===== src/inc/ser_defines.vh =====
// Character codes, state codes and reply positions for the enquiry responder
`ifndef SER_DEFINES_VH
`define SER_DEFINES_VH

// Framing and control characters
`define SER_STX 8'h02
`define SER_ETX 8'h03
`define SER_EOT 8'h04
`define SER_ENQ 8'h05
`define SER_ACK 8'h06
`define SER_NAK 8'h15
`define SER_WORD_PREFIX 8'h3e
`define SER_ASCII_ZERO 8'h30
`define SER_ASCII_ALPHA_BASE 8'h37
`define SER_NIBBLE_TEN 4'ha

// Parser and reply states
`define SER_ST_IDLE 4'h0
`define SER_ST_GROUP_A 4'h1
`define SER_ST_GROUP_B 4'h2
`define SER_ST_UNIT_A 4'h3
`define SER_ST_UNIT_B 4'h4
`define SER_ST_MNEM_A 4'h5
`define SER_ST_MNEM_B 4'h6
`define SER_ST_WAIT_ENQ 4'h7
`define SER_ST_FETCH 4'h8
`define SER_ST_REPLY 4'h9
`define SER_ST_REPLY_EOT 4'ha
`define SER_ST_HOLD 4'hb

// Character positions within a value reply
`define SER_POS_STX 4'h0
`define SER_POS_C1 4'h1
`define SER_POS_C2 4'h2
`define SER_POS_PREFIX 4'h3
`define SER_POS_DIGIT0 4'h4
`define SER_POS_BCC_AFTER_ETX 4'h1

// Digit counts of a word value
`define SER_DIGITS_1 3'h1
`define SER_DIGITS_2 3'h2
`define SER_DIGITS_3 3'h3
`define SER_DIGITS_4 3'h4

`endif


===== src/logic/ser_enq_responder.v =====
// Slave engine for addressed read enquiries on a multidrop ASCII link
// Notes on behaviour
// - STX 02, ETX 03, EOT 04, ENQ 05.
// - After EOT, next four characters are address.
// - Selected only if all four ids match.
// - ENQ after mnemonic ends a read frame.
// - After enquiry, selected device becomes transmitter.
// - Reply STX, mnemonic, value, ETX, check.
// - Value uses shortest possible string.
// - Check is XOR of mnemonic through ETX.
// - Unknown mnemonic answered by single EOT.
// - Host then sends NAK, ACK or EOT.
// - NAK resends same parameter, no readdressing.
// - ACK sends next parameter in list.
// - EOT deselects; listen for next address.
// - Silent on address mismatch or character error.
// - Word value is '>' plus hex digits.
`timescale 1ns/1ns
`include "ser_defines.vh"
module ser_enq_responder (
	// Clock and reset
	input wire clock,
	input wire rstn,
	// Character receiver
	input wire [7:0] rx_data,
	input wire rx_valid,
	input wire rx_error,
	// Character transmitter
	output reg [7:0] tx_data,
	output wire tx_valid,
	input wire tx_ready,
	// Address straps
	input wire [7:0] group_id_char,
	input wire [7:0] unit_id_char,
	// Parameter store request
	output reg param_req,
	output reg param_next,
	output reg [7:0] mnemonic_char_first,
	output reg [7:0] mnemonic_char_second,
	// Parameter store answer
	input wire param_ack,
	input wire param_known,
	input wire [7:0] param_char_first,
	input wire [7:0] param_char_second,
	input wire [15:0] param_value,
	// Status
	output wire selected
);
	reg [3:0] state;
	reg [3:0] tx_pos;
	reg [7:0] bcc;
	reg [15:0] value;
	reg addr_miss;
	reg char_err;
	wire [7:0] group_sync;
	wire [7:0] unit_sync;
	wire [2:0] ndig;
	wire [3:0] pos_etx;
	wire [3:0] pos_bcc;
	wire tx_fire;
	wire rx_eot;
	reg [7:0] next_bcc;
	reg [7:0] next_char;

	// Straps come from pins, so they cross into the clock domain first
	ser_sync #(.WIDTH(8)) u_group_sync (
		.clock(clock),
		.rstn(rstn),
		.pin_in(group_id_char),
		.sync_out(group_sync)
	);
	ser_sync #(.WIDTH(8)) u_unit_sync (
		.clock(clock),
		.rstn(rstn),
		.pin_in(unit_id_char),
		.sync_out(unit_sync)
	);

	assign ndig = (value[15:12] != 4'h0) ? `SER_DIGITS_4 :
		(value[11:8] != 4'h0) ? `SER_DIGITS_3 :
		(value[7:4] != 4'h0) ? `SER_DIGITS_2 : `SER_DIGITS_1;
	assign pos_etx = `SER_POS_DIGIT0 + {1'b0, ndig};
	assign pos_bcc = pos_etx + `SER_POS_BCC_AFTER_ETX;

	assign tx_valid = (state == `SER_ST_REPLY) || (state == `SER_ST_REPLY_EOT);
	assign tx_fire = tx_valid && tx_ready;
	assign selected = (state == `SER_ST_FETCH) || (state == `SER_ST_REPLY) ||
		(state == `SER_ST_HOLD);
	assign rx_eot = rx_valid && !rx_error && (rx_data == `SER_EOT);

	function [7:0] hex_char;
		input [3:0] nib;
		begin
			if (nib < `SER_NIBBLE_TEN)
				hex_char = `SER_ASCII_ZERO + {4'h0, nib};
			else
				hex_char = `SER_ASCII_ALPHA_BASE + {4'h0, nib};
		end
	endfunction

	// Next reply character, chosen one position ahead so tx_data is a flop
	always @* begin : next_char_sel
		reg [3:0] shift;
		shift = pos_etx - tx_pos - 4'h2;
		next_bcc = (tx_pos == `SER_POS_STX) ? bcc : (bcc ^ tx_data);
		if (tx_pos + 4'h1 == `SER_POS_C1) begin
			next_char = mnemonic_char_first;
		end else if (tx_pos + 4'h1 == `SER_POS_C2) begin
			next_char = mnemonic_char_second;
		end else if (tx_pos + 4'h1 == `SER_POS_PREFIX) begin
			next_char = `SER_WORD_PREFIX;
		end else if (tx_pos + 4'h1 == pos_etx) begin
			next_char = `SER_ETX;
		end else if (tx_pos + 4'h1 == pos_bcc) begin
			// Running check stops at the last digit, so fold in the ETX now on tx_data
			next_char = next_bcc;
		end else begin
			case (shift[1:0])
				2'h3: next_char = hex_char(value[15:12]);
				2'h2: next_char = hex_char(value[11:8]);
				2'h1: next_char = hex_char(value[7:4]);
				default: next_char = hex_char(value[3:0]);
			endcase
		end
	end

	always @(posedge clock or negedge rstn) begin
		if (!rstn) begin
			state <= `SER_ST_IDLE;
			tx_pos <= `SER_POS_STX;
			tx_data <= 8'h00;
			bcc <= 8'h00;
			value <= 16'h0000;
			addr_miss <= 1'b0;
			char_err <= 1'b0;
			param_req <= 1'b0;
			param_next <= 1'b0;
			mnemonic_char_first <= 8'h00;
			mnemonic_char_second <= 8'h00;
		end else begin
			param_req <= 1'b0;
			if (rx_eot && state != `SER_ST_FETCH && state != `SER_ST_REPLY &&
					state != `SER_ST_REPLY_EOT) begin
				state <= `SER_ST_GROUP_A;
				addr_miss <= 1'b0;
				char_err <= 1'b0;
			end else begin
				case (state)
					`SER_ST_IDLE: begin
						state <= `SER_ST_IDLE;
					end
					`SER_ST_GROUP_A, `SER_ST_GROUP_B: begin
						if (rx_valid) begin
							if (rx_data != group_sync)
								addr_miss <= 1'b1;
							if (rx_error)
								char_err <= 1'b1;
							state <= state + 4'h1;
						end
					end
					`SER_ST_UNIT_A, `SER_ST_UNIT_B: begin
						if (rx_valid) begin
							if (rx_data != unit_sync)
								addr_miss <= 1'b1;
							if (rx_error)
								char_err <= 1'b1;
							state <= state + 4'h1;
						end
					end
					`SER_ST_MNEM_A: begin
						if (rx_valid) begin
							mnemonic_char_first <= rx_data;
							if (rx_error)
								char_err <= 1'b1;
							state <= `SER_ST_MNEM_B;
						end
					end
					`SER_ST_MNEM_B: begin
						if (rx_valid) begin
							mnemonic_char_second <= rx_data;
							if (rx_error)
								char_err <= 1'b1;
							state <= `SER_ST_WAIT_ENQ;
						end
					end
					`SER_ST_WAIT_ENQ: begin
						if (rx_valid) begin
							if (rx_data == `SER_ENQ && !rx_error && !char_err && !addr_miss) begin
								param_req <= 1'b1;
								param_next <= 1'b0;
								state <= `SER_ST_FETCH;
							end else begin
								state <= `SER_ST_IDLE;
							end
						end
					end
					`SER_ST_FETCH: begin
						if (param_ack) begin
							if (param_known) begin
								mnemonic_char_first <= param_char_first;
								mnemonic_char_second <= param_char_second;
								value <= param_value;
								tx_data <= `SER_STX;
								tx_pos <= `SER_POS_STX;
								bcc <= 8'h00;
								state <= `SER_ST_REPLY;
							end else begin
								tx_data <= `SER_EOT;
								state <= `SER_ST_REPLY_EOT;
							end
						end
					end
					`SER_ST_REPLY: begin
						if (tx_fire) begin
							if (tx_pos == pos_bcc) begin
								state <= `SER_ST_HOLD;
							end else begin
								bcc <= next_bcc;
								tx_pos <= tx_pos + 4'h1;
								tx_data <= next_char;
							end
						end
					end
					`SER_ST_REPLY_EOT: begin
						// Control handed back; wait for a fresh address
						if (tx_fire)
							state <= `SER_ST_IDLE;
					end
					`SER_ST_HOLD: begin
						// host picks NAK, ACK or EOT
						if (rx_valid) begin
							if (!rx_error && rx_data == `SER_NAK) begin
								param_req <= 1'b1;
								param_next <= 1'b0;
								state <= `SER_ST_FETCH;
							end else if (!rx_error && rx_data == `SER_ACK) begin
								param_req <= 1'b1;
								param_next <= 1'b1;
								state <= `SER_ST_FETCH;
							end else begin
								state <= `SER_ST_IDLE;
							end
						end
					end
					default: begin
						state <= `SER_ST_IDLE;
					end
				endcase
			end
		end
	end
endmodule // ser_enq_responder


===== src/logic/ser_sync.v =====
// Two-stage synchroniser for a group of static configuration pins
`timescale 1ns/1ns
module ser_sync #(
	parameter WIDTH = 8
) (
	// Clock and reset
	input wire clock,
	input wire rstn,
	// Pins and synchronised copy
	input wire [WIDTH-1:0] pin_in,
	output reg [WIDTH-1:0] sync_out
);
	reg [WIDTH-1:0] stage_one;

	always @(posedge clock or negedge rstn) begin
		if (!rstn) begin
			stage_one <= {WIDTH{1'b0}};
			sync_out <= {WIDTH{1'b0}};
		end else begin
			stage_one <= pin_in;
			sync_out <= stage_one;
		end
	end
endmodule // ser_sync


===== config.mk =====
export PLATFORM = sky130hd
export DESIGN_NAME = ser_enq_responder
export DESIGN_NICKNAME = d
export VERILOG_FILES = /design/src/logic/ser_enq_responder.v /design/src/logic/ser_sync.v
export VERILOG_INCLUDE_DIRS = /design/src /design/src/inc
export SDC_FILE = /design/constraint.sdc
export NUM_CORES = 1
export LEC_CHECK = 0
export BUFFER_PORTS_ARGS = -buffer_cell sky130_fd_sc_hd__clkbuf_2
export CAP_MARGIN = 20
export CORE_MARGIN = 4
export CORE_UTILIZATION = 57
export DETAILED_ROUTE_END_ITERATION = 6
export PLACE_DENSITY_LB_ADDON = 0.05
export SLEW_MARGIN = 20
export SYNTH_ARGS = -nofsm -noshare
export SYNTH_HDL_FRONTEND = slang
export SYNTH_SLANG_ARGS = --single-unit

===== constraint.sdc =====
create_clock -name clock -period 3.5 [get_ports clock]
set_clock_uncertainty 0.2 [all_clocks]
set_input_delay 0.175 -clock clock [delete_from_list [all_inputs] [get_ports clock]]
set_output_delay 0.175 -clock clock [all_outputs]
set_load 0.02 [all_outputs]

==> summary.txt <==
Worst setup path
  – CP Capture Type: register
  – Worst EP required: 3.56 ns
  – R2r setup slk: 0.18 ns
  – Setup crit start kind: register
  – Register-to-Register Path Depth: 13
  – WP data arrival: 3.38 ns
  – Worst-path fanout max: 8
  – WS Path Type: register to register
  – Worst R2R Start: value[8]
  – Crit Reg-Reg Endpoint: tx_data[0]

Place
  – PortBufs: 90
  – Post-DP HPWL: 10900 um
  – Placer Congestion: 0.942
  – Setup Slack @ Placement: 0.0624 ns

Power
  – Sw frac: 35.8%
  – Leakage: 0.00301 uW
  – Internal power: 1710 uW
  – Overall Power: 2660 uW
  – Comb power frac: 25.3%
  – Pwr/cell area: 389 nW/um^2
  – Sw power: 950 uW
  – Sequential power share: 46.8%
  – Max VDD drop: 0.285 mV
  – Clock power frac: 27.9%

Status
  – Status: complete, no violations

Layout
  – Storage cell area: 2300 um^2
  – Nets: 792
  – Multi-input gate area: 2930 um^2
  – Fillcell total: 699
  – Layout cells sized above 1: 23.1%
  – Layout area overhead: 25.6%

Synthesis
  – Mapped Nets: 652
  – Seq/Total Area, Yosys: 42.3%
  – Top FF cell, synth: dfrtp_1
  – EDFF count, synth: 0
  – Synth Register Bits: 92
  – Ranking of synthesized cells by area: dfrtp_1 42%, xnor2_1 4.7%, o21ai_0 4.3%
  – Syn. warnings: 0
  – Netlist cell types: 70
  – Top-count cell post-synth: dfrtp_1
  – Mapped Area: 5440 um^2
  – Mapped Cells: 573
  – Synth top area share: 42.3%
  – Area leader, netlist: dfrtp_1
  – Mean area per synthesized cell: 9.50 um^2
  – Most instantiated cells after synthesis: 92 x dfrtp_1, 60 x nand2_1, 47 x o21ai_0
  – Ys async rst share: 100%

Global routing
  – Routing usage on met1: 36.2%
  – Total global routing overflow: 0
  – Largest net degree at the start of global routing: 36
  – All-layer global routing usage: 28.3%
  – Via count of the first global-routing pass: 5042
  – Global route hottest layer: met2
  – Initial antenna violation count: 2
  – Met3 global-route usage: 3.80%
  – First-pass GRT wire length: 25100 um
  – Met2 Track Usage GR: 48.1%

Route
  – DRC Markers: 0
  – 1st-pass router iterations: 5
  – Routed WL: 15400 um
  – DRT iter0 DRCs: 328
  – Routed via count: 5008
  – Mean number of vias per cell: 5.90
  – WL/cell: 18.1 um
  – Antenna viol nets, final: 0

Timing
  – Final Hold Viols: 0
  – Finish-stage setup viols: 0
  – Worst-margin pin slew: 0.887 ns
  – Setup TNS: 0 ns
  – Final WS setup: 0.178 ns
  – Fmax achieved: 0.301 GHz
  – Pins Over Slew Limit: 0
  – Tmin final: 3.32 ns
  – Period utilisation layout: 94.9%
  – Slew HR: 40.5%
  – RSZ-0062 raised after global routing: no

CTS
  – H-tree Lvls: 3
  – TritonCTS Buffers: 9
  – Clock Path Buffers: 2
  – Worst-path clk slew: 0.11 ns
  – CTS sink count: 92
  – Worst-Skew Late Latency: 0.37 ns
  – Root Buffer: clkbuf_8
  – TritonCTS clock tree: yes

Floorplanning
  – Die height: 106 um
  – Row Count: 35
  – Die Area: 11200 um^2
  – IO Pins: 91
  – Initial Util: 58.6%
  – CORE AREA: 9280 um^2
  – Chip Width: 106 um

Min path
  – Hold Crit Class: input port to register
  – Hold path cells: 4
  – Hold Crit Start: rx_error
  – Worst Hold Path EP: char_err

Job
  – Number of max-cap violations: 0
## per-stage QoR
stage | std cells | util, % | instance area [um^2] | hold slack (ns)
after floorplan | 573 | - | 5440 | -0.321
after global placement | 780 | 65.4 | 6070 | -0.0623
after detailed placement | 780 | 65.4 | 6070 | -0.0547
after CTS | 845 | 72.8 | 6760 | 0.000702
after global routing | 849 | 73.6 | 6840 | 0.0119
final | 849 | 73.6 | 6840 | 0.0113
## cell type report
cell class	instances	share of cell area, %
clock inverters	7	1.17
repair buffers	163	16.6
clock buffers	9	1.81
well taps	129	2.36
multi-input cells	422	42.9
diodes	2	0.0732
flip-flops and latches	92	33.7
inverters	25	1.37
## cells by family (layout without fill, tap and decap cells)
family	count (synthesis)	count (layout)	synth area share (%)
flip-flops	92	92	42.3
AND/OR/NAND/NOR	162	162	15.5
other	0	2	0
AO/OA/AOI/OAI	187	187	23.3
buffers and inverters	59	204	4.55
multiplexers	19	19	4.21
XOR/XNOR	38	38	6.51
adder cells (fa/ha/maj)	16	16	3.68
## state kept, by name, summed over array words and instances, names as in the netlist, 8 cells and up
register and flops:
tx_data 8, mnemonic_char_first 8, value 16, u_group_sync.sync_out 8
mnemonic_char_second 8, u_unit_sync.stage_one 8, bcc 8, u_group_sync.stage_one 8
u_unit_sync.sync_out 8
## routing by layer
metal	part of all wire (%)	wire [um]
met1	42	6470
met4	3.2	491
met5	0	0
met2	49	7490
met3	6.0	914
## power groups by stage
stage / Sequential (uW) / Combinational, uW / Clock, uW
2_1_floorplan: 1300 / 344 / 0
3_3_place_gp: 1260 / 610 / 0
3_5_place_dp: 1270 / 621 / 0
4_1_cts: 1240 / 666 / 751
5_1_grt: 1250 / 743 / 798
6_report: 1240 / 672 / 741
## how the worst max path moves through the flow
stage	to	startpoint	depth (start not counted)	slack, ns
detailed placement	tx_data[0]	value[8]	13	0.06
global placement	tx_data[5]	value[13]	12	0.18
floorplan	tx_data[6]	value[9]	12	0.26
finish	tx_data[0]	value[8]	13	0.18
global route	tx_data[0]	value[8]	13	0.01
CTS	tx_data[0]	value[8]	13	0.04
## what timing repair did
item,CTS,global route
hold buffers,49,0
endpoints found under the setup margin,0,24
endpoints found under the hold margin,79,0
resized for setup,0,10
setup buffers,0,2
## cell usage in the layout, fill, tap and decap left out, types with 4 or more instances in the layout
cell	instances
dfrtp_1	92
clkbuf_2	89
nand2_1	60
dlygate4sd3_1	49
o21ai_0	45
a21oi_1	45
xnor2_1	29
inv_1	25
buf_4	24
nor2_1	22
o31ai_1	15
ha_1	14
o211ai_1	12
o21ai_1	11
mux2_2	11
and2_1	10
nor3_1	9
clkbuf_8	9
nand3_1	8
a211oi_1	8
nand4_1	7
xor2_1	7
nor2b_1	6
mux2i_1	6
nand2b_1	5
nand3b_1	5
o2111ai_1	5
and3_1	5
a32oi_1	5
o21a_1	5
o211a_1	4
a22o_1	4
## critical path, stage by stage (launching register included)
cell	delay, ns
dfrtp_1	0.37
inv_1	0.11
ha_1	0.22
or3b_1	0.39
o21ai_1	0.19
inv_1	0.07
ha_2	0.20
xnor2_1	0.15
or4_4	0.47
a31oi_4	0.23
nor4_2	0.08
buf_4	0.18
a22o_1	0.20
a31o_1	0.18
No activity file was read; power rests on OpenSTA's default activity.
